==> src/rtl/cri_pkg.sv <==
// shared constants and carriers for the charger/regulator status block
package cri_pkg;
	// register addresses on the serial register port
	localparam logic [7:0] ADDR_CHARGE_STATUS = 8'h01;
	localparam logic [7:0] ADDR_REGULATOR_STATUS = 8'h02;
	localparam logic [7:0] ADDR_CHARGE_IRQ_MASK = 8'h03;
	localparam logic [7:0] ADDR_REGULATOR_IRQ_MASK = 8'h04;
	localparam logic [7:0] ADDR_CHARGE_IRQ_ACK = 8'h05;
	localparam logic [7:0] ADDR_REGULATOR_IRQ_ACK = 8'h06;
	localparam logic [7:0] ADDR_CHARGER_CONFIG = 8'h07;
	// values after reset and for unlisted addresses
	localparam logic [7:0] RESET_STATUS = 8'h00;
	localparam logic [7:0] RESET_ACK = 8'h00;
	localparam logic [7:0] RESET_MASK = 8'hff;
	localparam logic [7:0] RESET_CONFIG = 8'h1b;
	localparam logic [7:0] UNMAPPED_READ = 8'hff;
	// field layouts
	localparam logic [7:0] CHARGE_EDGE_BITS = 8'h21;
	localparam logic [7:0] CHARGE_LIVE_BITS = 8'hff;
	localparam logic [7:0] CHARGE_CLEARABLE = 8'h1e;
	localparam logic [7:0] REG_EDGE_BITS = 8'he0;
	localparam logic [7:0] REG_LIVE_BITS = 8'hef;
	localparam int CFG_TIMER_EN_BIT = 5;
	localparam int CFG_CHG_RESET_BIT = 6;
	localparam int TAPER_BIT = 3;
	localparam int REG_LID_BIT = 6;
	// pin synchroniser: 8 charge, 7 regulator, 1 wait-mode clear
	localparam int SYNC_W = 16;
	localparam logic [15:0] SYNC_RESET = 16'h2000;
	// taper delay: minutes to cycles at a 4 ns clock
	localparam longint CLK_PERIOD_PS = 4000;
	localparam longint TAPER_DELAY_MIN = 30;
	// one second in ps, sized: too wide for a plain 32-bit literal
	localparam longint PS_PER_SEC = 64'he8d4a51000;
	localparam longint TAPER_DELAY_CYCLES =
		TAPER_DELAY_MIN * 60 * PS_PER_SEC / CLK_PERIOD_PS;
	localparam int TIMER_W = 40;

	typedef struct packed {
		logic usb_valid;
		logic ac_valid;
		logic thermal_suspend;
		logic term_current;
		logic taper_cmp;
		logic fast_timeout;
		logic pre_timeout;
		logic batt_temp_err;
	} cri_charge_cond_s;

	typedef struct packed {
		logic power_button_request;
		logic battery_lid_input;
		logic undervoltage_lockout;
		logic linear_reg_two_fault;
		logic linear_reg_one_fault;
		logic main_fault;
		logic core_fault;
	} cri_reg_cond_s;

	typedef struct packed {
		logic rd;
		logic wr;
		logic [7:0] addr;
		logic [7:0] wdata;
	} cri_reg_req_s;
endpackage

==> src/rtl/cri_irq_status.sv <==
// charger and regulator status, masks, acks and interrupt pin
`timescale 1ns/1ps
`default_nettype none
module cri_irq_status #(
	parameter longint TAPER_CYCLES = cri_pkg::TAPER_DELAY_CYCLES
) (
	input wire logic sys_clk,
	input wire logic rstn,
	input wire cri_pkg::cri_reg_req_s req,
	output logic [7:0] rd_data,
	input wire cri_pkg::cri_charge_cond_s charge_cond,
	input wire cri_pkg::cri_reg_cond_s reg_cond,
	input wire logic rails_off_wait,
	input wire logic linear_reg_one_en,
	input wire logic linear_reg_two_en,
	input wire logic core_lowpower_off,
	output logic irq_n,
	output logic [7:0] charger_config,
	output logic charger_reset_req
);
	import cri_pkg::*;

	function automatic logic hit(cri_reg_req_s r, logic [7:0] a);
		return r.addr == a;
	endfunction

	localparam logic [TIMER_W-1:0] TAPER_LAST =
		TIMER_W'(TAPER_CYCLES - 1);

	logic [SYNC_W-1:0] sync_q1;
	logic [SYNC_W-1:0] sync_q2;
	cri_charge_cond_s charge_s;
	cri_reg_cond_s reg_s;
	logic wait_clr;

	logic [TIMER_W-1:0] taper_cnt;
	logic taper_done;

	logic [7:0] charge_in;
	logic [7:0] reg_in;
	logic [7:0] charge_status;
	logic [7:0] charge_ack;
	logic [7:0] regulator_status;
	logic [7:0] regulator_ack;
	logic [7:0] charge_irq_mask;
	logic [7:0] regulator_irq_mask;
	logic charge_pend;
	logic reg_pend;

	logic wr_charge;
	logic [7:0] charge_clr;
	logic rd_charge;
	logic rd_reg;

	// analog and pin levels are asynchronous, two flops before use
	always_ff @(posedge sys_clk or negedge rstn) begin
		if (!rstn) begin
			sync_q1 <= SYNC_RESET;
			sync_q2 <= SYNC_RESET;
		end else begin
			sync_q1 <= {rails_off_wait, reg_cond, charge_cond};
			sync_q2 <= sync_q1;
		end
	end

	assign charge_s = sync_q2[7:0];
	assign reg_s = sync_q2[14:8];
	// all rails off in wait mode returns every register to default
	assign wait_clr = sync_q2[15];

	// taper timer runs only while enabled and comparator is high
	always_ff @(posedge sys_clk or negedge rstn) begin
		if (!rstn) begin
			taper_cnt <= '0;
			taper_done <= 1'b0;
		end else if (wait_clr || charger_reset_req ||
			!charger_config[CFG_TIMER_EN_BIT] || !charge_s.taper_cmp) begin
			taper_cnt <= '0;
			taper_done <= 1'b0;
		end else if (taper_cnt == TAPER_LAST) begin
			taper_done <= 1'b1;
		end else begin
			taper_cnt <= taper_cnt + 1'b1;
		end
	end

	// condition vectors in register bit order
	always_comb begin
		charge_in[7] = charge_s.usb_valid;
		charge_in[6] = charge_s.ac_valid;
		charge_in[5] = charge_s.thermal_suspend;
		charge_in[4] = charge_s.term_current;
		// direct comparator is seen TAPER_CYCLES cycles earlier than timer
		charge_in[3] = charger_config[CFG_TIMER_EN_BIT] ?
			taper_done : charge_s.taper_cmp;
		charge_in[2] = charge_s.fast_timeout;
		charge_in[1] = charge_s.pre_timeout;
		charge_in[0] = charge_s.batt_temp_err;
		reg_in[7] = reg_s.power_button_request;
		reg_in[6] = ~reg_s.battery_lid_input;
		reg_in[5] = reg_s.undervoltage_lockout;
		reg_in[4] = 1'b0;
		reg_in[3] = reg_s.linear_reg_two_fault & linear_reg_two_en;
		reg_in[2] = reg_s.linear_reg_one_fault & linear_reg_one_en;
		reg_in[1] = reg_s.main_fault;
		reg_in[0] = reg_s.core_fault | core_lowpower_off;
	end

	assign wr_charge = req.wr && hit(req, ADDR_CHARGE_STATUS);
	// only bits 1-4 clear; other bits of the write are dropped
	assign charge_clr = CHARGE_CLEARABLE & ~req.wdata;
	assign rd_charge = req.rd && hit(req, ADDR_CHARGE_STATUS);
	assign rd_reg = req.rd && hit(req, ADDR_REGULATOR_STATUS);

	cri_status_group #(
		.EDGE_BITS(CHARGE_EDGE_BITS),
		.LIVE_BITS(CHARGE_LIVE_BITS)
	) u_charge (
		.sys_clk(sys_clk),
		.rstn(rstn),
		.soft_clr(wait_clr),
		.cond(charge_in),
		.rd_ack(rd_charge),
		.mask(charge_irq_mask),
		.status(charge_status),
		.ack(charge_ack),
		.pending(charge_pend)
	);

	cri_status_group #(
		.EDGE_BITS(REG_EDGE_BITS),
		.LIVE_BITS(REG_LIVE_BITS)
	) u_reg (
		.sys_clk(sys_clk),
		.rstn(rstn),
		.soft_clr(wait_clr),
		.cond(reg_in),
		.rd_ack(rd_reg),
		.mask(regulator_irq_mask),
		.status(regulator_status),
		.ack(regulator_ack),
		.pending(reg_pend)
	);

	// writable registers
	always_ff @(posedge sys_clk or negedge rstn) begin
		if (!rstn) begin
			charge_irq_mask <= RESET_MASK;
			regulator_irq_mask <= RESET_MASK;
			charger_config <= RESET_CONFIG;
		end else if (wait_clr) begin
			charge_irq_mask <= RESET_MASK;
			regulator_irq_mask <= RESET_MASK;
			charger_config <= RESET_CONFIG;
		end else if (req.wr) begin
			if (hit(req, ADDR_CHARGE_IRQ_MASK))
				charge_irq_mask <= req.wdata;
			if (hit(req, ADDR_REGULATOR_IRQ_MASK))
				regulator_irq_mask <= req.wdata;
			if (hit(req, ADDR_CHARGER_CONFIG))
				charger_config <= req.wdata;
		end
	end

	// reset request: status write clearing bits 1-4, or config bit
	always_ff @(posedge sys_clk or negedge rstn) begin
		if (!rstn) begin
			charger_reset_req <= 1'b0;
		end else if (wait_clr) begin
			charger_reset_req <= 1'b0;
		end else begin
			charger_reset_req <= (wr_charge && |charge_clr) ||
				charger_config[CFG_CHG_RESET_BIT];
		end
	end

	// read data is registered, one cycle after the read strobe
	always_ff @(posedge sys_clk or negedge rstn) begin
		if (!rstn) begin
			rd_data <= 8'h00;
		end else if (req.rd) begin
			case (req.addr)
				ADDR_CHARGE_STATUS: rd_data <= charge_status;
				ADDR_REGULATOR_STATUS: rd_data <= regulator_status;
				ADDR_CHARGE_IRQ_MASK: rd_data <= charge_irq_mask;
				ADDR_REGULATOR_IRQ_MASK: rd_data <= regulator_irq_mask;
				ADDR_CHARGE_IRQ_ACK: rd_data <= charge_ack;
				ADDR_REGULATOR_IRQ_ACK: rd_data <= regulator_ack;
				ADDR_CHARGER_CONFIG: rd_data <= charger_config;
				default: rd_data <= UNMAPPED_READ;
			endcase
		end
	end

	// interrupt pin, active low; masks already at defaults in wait clear
	always_ff @(posedge sys_clk or negedge rstn) begin
		if (!rstn) begin
			irq_n <= 1'b1;
		end else begin
			irq_n <= ~(charge_pend | reg_pend);
		end
	end
endmodule
`default_nettype wire

==> src/rtl/cri_status_group.sv <==
// one status register with its auto-acknowledge bits
`timescale 1ns/1ps
`default_nettype none
module cri_status_group #(
	parameter logic [7:0] EDGE_BITS = 8'h00,
	parameter logic [7:0] LIVE_BITS = 8'hff
) (
	input wire logic sys_clk,
	input wire logic rstn,
	input wire logic soft_clr,
	input wire logic [7:0] cond,
	input wire logic rd_ack,
	input wire logic [7:0] mask,
	output logic [7:0] status,
	output logic [7:0] ack,
	output logic pending
);
	import cri_pkg::*;

	logic [7:0] cond_q;
	logic [7:0] next_status;
	logic [7:0] next_ack;

	for (genvar i = 0; i < 8; i++) begin : g_bit
		if (!LIVE_BITS[i]) begin : g_none
			assign next_status[i] = 1'b0;
			assign next_ack[i] = 1'b0;
		end else begin : g_live
			logic set_ev;
			logic hold;
			// edge bits latch; level bits follow, so set wins
			assign set_ev = EDGE_BITS[i] ? (cond[i] & ~cond_q[i]) : cond[i];
			assign hold = EDGE_BITS[i] & status[i] & (cond[i] | ~ack[i]);
			assign next_status[i] = set_ev | hold;
			// ack is taken from the value being read out
			assign next_ack[i] = next_status[i] &
				(ack[i] | (rd_ack & status[i]));
		end
	end

	always_ff @(posedge sys_clk or negedge rstn) begin
		if (!rstn) begin
			status <= RESET_STATUS;
			ack <= RESET_ACK;
			cond_q <= 8'h00;
		end else if (soft_clr) begin
			status <= RESET_STATUS;
			ack <= RESET_ACK;
			cond_q <= 8'h00;
		end else begin
			status <= next_status;
			ack <= next_ack;
			cond_q <= cond;
		end
	end

	assign pending = |(status & ~mask & ~ack);
endmodule
`default_nettype wire

==> config.mk <==
export PLATFORM = sky130hd
export DESIGN_NAME = cri_irq_status
export DESIGN_NICKNAME = d
export VERILOG_FILES = /design/src/rtl/cri_pkg.sv /design/src/rtl/cri_irq_status.sv /design/src/rtl/cri_status_group.sv
export SDC_FILE = /design/constraint.sdc
export NUM_CORES = 1
export LEC_CHECK = 0
export BUFFER_PORTS_ARGS = -buffer_cell sky130_fd_sc_hd__buf_2
export CAP_MARGIN = 20
export CORE_ASPECT_RATIO = 0.8
export CORE_MARGIN = 4
export CORE_UTILIZATION = 45
export CTS_CLUSTER_DIAMETER = 80
export DETAILED_ROUTE_END_ITERATION = 10
export PLACE_DENSITY_LB_ADDON = 0.12
export SLEW_MARGIN = 20
export SYNTH_ARGS = -nofsm -noshare
export SYNTH_HDL_FRONTEND = slang
export SYNTH_SLANG_ARGS = --single-unit
==> constraint.sdc <==
create_clock -name sys_clk -period 2.8 [get_ports sys_clk]
set_input_delay 0.42 -clock sys_clk [delete_from_list [all_inputs] [get_ports sys_clk]]
set_output_delay 0.42 -clock sys_clk [all_outputs]
set_load 0.01 [all_outputs]
## After elaboration in Yosys (flattened, before gate mapping)

Index checks and enable logic that the tools add are counted.

| word-level totals | value |
|---|---|
| bits in registers | 153 |
| output and inout port bits | 18 |
| word-level logic and storage cells | 159 |

| cells by class | value |
|---|---|
| bitwise logic cells | 90 |
| reductions and logical operators | 21 |
| muxes and demuxes | 22 |
| add/subtract/negate cells | 1 |
| eq/ne operators | 9 |

Operators with widths:

| cell | count |
|---|---|
| $mux W8 | 14 |
| $mux W40 | 2 |
| $pmux W8 S7 | 1 |
| $and A1 B1 Y1 | 42 |
| $add A40 B1 Y40 const B | 1 |
| $eq A40 B39 Y1 const B | 1 |
| $and A8 B8 Y8 | 4 |
| $eq A8 B3 Y1 const B | 4 |
| $not A8 Y8 | 4 |
| $or A1 B1 Y1 | 27 |
| $eq A8 B2 Y1 const B | 2 |
| $reduce_or A8 Y1 | 2 |
| $not A1 Y1 | 12 |
| $reduce_bool A2 Y1 | 5 |
| $eq A8 B1 Y1 const B | 1 |
| $mux W6 | 1 |
| $reduce_and A2 Y1 | 3 |
| $not A5 Y5 | 1 |
| $logic_and A1 B1 Y1 | 4 |
| $logic_or A1 B1 Y1 | 4 |
| $mux W1 | 4 |
| $reduce_or A4 Y1 | 1 |
| $logic_not A1 Y1 | 2 |
| $ne A2 B2 Y1 const B | 1 |

## Longest topological paths before layout

| depth | value |
|---|---|
| depth in word-level cells | 6 |
| gate-level depth with buffers | 7 |
| depth with buffers taken out | 5 |

## Hierarchy

From an unflattened synthesis, not the netlist that was laid out.

| unflattened totals | value |
|---|---|
| cells, all modules | 611 |
| area, all modules | 6492.5 sq um |

By module, submodules not included:

| module | instances | cells each | area each (sq um) | seq. area each (sq um) |
|---|---|---|---|---|
| cri_irq_status | 1 | 473 | 4992.3 | 2706.3 |
| cri_status_group (u_reg) | 1 | 70 | 763.2 | 425.4 |
| cri_status_group (u_charge) | 1 | 68 | 737.0 | 450.4 |

## Worst setup path before layout

No wires, ideal clock.

| timing path | value |
|---|---|
| path kind | input-to-reg |
| start point | input req[12] (netlist bit) |
| end point | register regulator_irq_mask[6] |
| arrival time | 1.994 ns |
| setup slack | 0.725 ns |
| path buffers | 2 |
| cell stages on the path | 6 |
| required time | 2.718 ns |
| cells stage by stage | or4_1 > buf_2 > nor4_4 > buf_4 > nor2b_1 > a211o_1 |

| between the ends | value |
|---|---|
| longest elaborated chain between the ends | 3 |

Ends and longest elaborated chain:

| element | RTL line | RTL |
|---|---|---|
| start, declared | cri_irq_status.sv:9 | `input wire cri_pkg::cri_reg_req_s req,` |
| $eq A8 B3 Y1 | cri_irq_status.sv:24 | `return r.addr == a;` |
| $reduce_bool A2 Y1 (no line) | n/a |  |
| $reduce_and A2 Y1 (no line) | n/a |  |
| end signal, assigned | cri_irq_status.sv:159 | `regulator_irq_mask <= req.wdata;` |
| end, declared | cri_irq_status.sv:46 | `logic [7:0] regulator_irq_mask;` |

No other way between the ends.
A chain may end at the register's enable or synchronous reset.

## Worst setup path after layout

| timing path | value |
|---|---|
| start point | register taper_cnt[29] |
| end point | register taper_cnt[4] |

| between the ends | value |
|---|---|
| longest elaborated chain between the ends | 2 |

Ends and longest elaborated chain:

| element | RTL line | RTL |
|---|---|---|
| start, declared | cri_irq_status.sv:36 | `logic [TIMER_W-1:0] taper_cnt;` |
| start signal, assigned | cri_irq_status.sv:83 | `taper_cnt <= taper_cnt + 1'b1;` |
| $eq A40 B39 Y1 | cri_irq_status.sv:80 | `end else if (taper_cnt == TAPER_LAST) begin` |
| $ne A2 B2 Y1 (no line) | n/a |  |

No other way between the ends.

==> flow_summary.toml <==
[status]
status = "completed"

[pwr]
clockPowerShare_pct = 50.4
comb_power_share_pct = 4.3
p_per_area_nw_per_um2 = 596
p_leak_nw = 3.13
power.switching_w = 0.00108
power_w = 0.00469
swShare_pct = 23.0
p_int_w = 0.00361
max-vdd-ir-drop_mv = 0.468
pwr-share-seq_pct = 45.3

[synthesis]
yosysTopAreaCell = "dfrtp_1"
yosysTopAreaCellShare_pct = 44.0
ys_seq_area_share_pct = 53.0
synth-warning-count = 0
ys_async_sr_fraction_pct = 100
synth_area_um2 = 6760
synthFlopType = "dfrtp_1"
synth-seq-cells = 142
synth_edf_count = 0
syn_inst = 638
synth_area_leaders = "dfrtp_1, dfstp_2, mux2i_1"
syn-mean-instance-area_um2 = 10.6
syn_nets = 678
post_synth_num_cell_types = 65

[flow_run]
drv_cap = 0

[clock_network]
cts_setup_buffers = 0
cts_root_buffer = "clkbuf_16"
numCtsBuffers = 17
clkLatencyLatePin_ns = 0.42
cts_tree = "done"
cts_sinks = 142
clk_pin_slew_ns = 0.06
htree_levels = 4
cts.repair.resized = 0
clockBufferDepth = 2

[grt]
grt_pass1_vias = 5109
grt_pass1_wl_um = 28900
overflow = 0
grt_usage_pct = 21.2
grt_start_max_net_pins = 69
antenna_found_initial = 0

[die]
core_um2 = 14500
fp-row-count = 39
io_pins = 57
die_h_um = 118
start_util_pct = 46.6
dieArea_um2 = 17100
die_x_um = 145

[placement]
gp_congestion = 0.899
dp_hpwl_um = 11800
port_buffers = 56

[sta]
finalSetupViolCount = 0
max-slew-margin-rel_pct = 41.8
worstMarginPinSlew_ns = 0.874
hold_violations = 0
fin_skew_ns = 0.00866
fin_crit_ns = 2.35
max_freq_mhz = 425
fin_tns_setup_ns = 0
timing.final.crit_share_pct = 84.0
rsz0062_at_grt = "no"
drv_slew = 0

[critical_path]
worstPathArrival_ns = 2.69
critPathCaptureType = "flop"
worstPathCellList = "or4_2, nor4_1, nand2_1, o211ai_1"
slowest_stage = "or4_2"
startpoint_type = "flop"
cp_num_buf_inv = 0
path_class = "flop to flop"
slowest_delay_ns = 0.70
worst-path-max-fanout = 7
path_delay_family = "simple AND/OR/NAND/NOR gates"
crit_required_ns = 3.13

[drt]
wl_per_cell_um = 19.4
wl_um = 17300
drt_first_pass_iters = 7
vias_per_cell = 6.02
drc = 0
first_iter_violations = 582
antenna_left = 0
dr_total_vias = 5355

[final_layout]
layout.nets = 733
seqCellArea_um2 = 3580
fillCellCount = 1279
num_antenna_cells = 0
syn2layout_area_growth_pct = 16.3
drive_above_1_share_pct = 21.0
multi_input_area_um2 = 2950

[min_path]
hold_path_class = "input port to flop"
state kept, by name, indices dropped and copies added, names as in the netlist:
signal              flops
u_reg.cond_q            7
charger_reset_req       1
u_reg.ack               7
rd_data                 8
sync_q1                16
charge_irq_mask         8
u_charge.ack            8
u_charge.cond_q         6
irq_n                   1
u_reg.status            3
sync_q2                16
regulator_irq_mask      8
taper_cnt              40
taper_done              1
u_charge.status         4
charger_config          8
Yosys cell counts, types with 3 or more instances:
library cell,instances
a22oi_1,3
dfrtp_1,119
nand2b_1,20
o311ai_0,7
a21oi_1,25
nand3b_1,5
buf_2,3
nand3_1,23
nor3_1,17
or4_1,11
o21ai_0,10
nand4_1,20
mux2i_1,25
a211o_1,20
o41ai_1,3
a31oi_1,14
buf_4,3
nor2_1,36
o211ai_1,10
and3_1,5
mux4_2,5
dfstp_2,23
nand2_1,56
o2111ai_1,5
clkbuf_1,24
nor4_2,3
o2bb2ai_1,5
a41o_1,3
nor3b_1,4
o21a_1,6
nor4_1,19
nor2b_1,39
inv_1,14
or3_1,7
buf_6,3
buf_1,4
stage by stage:
step	setup slack (ns)	instance area, um^2	utilization [%]	hold slack [ns]	std cells
2_1_floorplan	0.725	6760	-	0.124	638
3_3_place_gp	0.589	7230	49.9	0.331	857
3_5_place_dp	0.509	7230	49.9	0.335	857
4_1_cts	0.520	7860	54.3	0.0716	890
5_1_grt	0.319	7860	54.3	0.0679	890
6_report	0.449	7860	54.3	0.0937	890
what timing repair did:
item,4_1_cts,5_1_grt
endpoints found under the hold margin,28,0
hold buffers,1,0
setup endpoints to repair,0,0
per-layer routing:
metal	wire length, um	global-route usage, %
met5	0	0
met1	8900	33.6
met3	1380	6.85
met2	6770	27.5
met4	235	5.99
area by class of cell:
class | instances | area share, %
clock buffers | 18 | 5.58
inverters | 14 | 0.668
multi-input cells | 445 | 37.5
repair buffers | 73 | 5.46
clock inverters | 14 | 2.31
flip-flops and latches | 142 | 45.6
well taps | 184 | 2.93
cells by family after synthesis:
logic type / Yosys count / share of synthesized area (%)
simple gates: 286 / 24.3
flops: 142 / 53.0
compound gates: 128 / 13.8
buf+inv: 51 / 3.39
mux: 30 / 5.37
fa+ha+maj: 1 / 0.185
power by group through the flow:
stage	Combinational (W)	Clock, W	Sequential [W]
after floorplan	0.0000953	0	0.00215
after global placement	0.000199	0	0.00216
after detailed placement	0.000202	0	0.00216
after CTS	0.000205	0.00242	0.00212
after global routing	0.000226	0.00251	0.00213
final	0.000201	0.00236	0.00212
path summary, 6_finish.rpt:
check / start / end / slack (ns) / depth (start not counted)
worst max-delay path: taper_cnt[29]$_DFFE_PN0P_ / taper_cnt[4]$_DFFE_PN0P_ / 0.45 / 4
worst min-delay path: reg_cond[5] / sync_q1[13]$_DFF_PN1_ / 0.09 / 1
worst max register to register: taper_cnt[29]$_DFFE_PN0P_ / taper_cnt[4]$_DFFE_PN0P_ / 0.45 / 4
worst min register to register: sync_q1[6]$_DFF_PN0_ / sync_q2[6]$_DFF_PN0_ / 0.35 / 0
max in group asynchronous: rstn / regulator_irq_mask[7]$_DFFE_PN1P_ / 1.53 / 3
min in group asynchronous: rstn / taper_cnt[35]$_DFFE_PN0P_ / 0.51 / 2
cells in the final DEF (no fill, tap or decap), drive strengths merged, types with 23 or more instances in the layout:
cell type / Yosys / layout
a21oi: 25 / 25
buf: 13 / 72
dfrtp: 119 / 119
dfstp: 23 / 23
mux2i: 25 / 25
nand2: 56 / 56
nand3: 23 / 23
nor2: 36 / 36
nor2b: 39 / 39
nor4: 24 / 24
worst reg2reg max path, stage by stage, from the launching register on:
cell      delay, ns
dfrtp_1        0.45
or4_2          0.70
nor4_1         0.58
nand2_1        0.28
o211ai_1       0.25
Note: power is estimated with default switching activity, not from simulation.
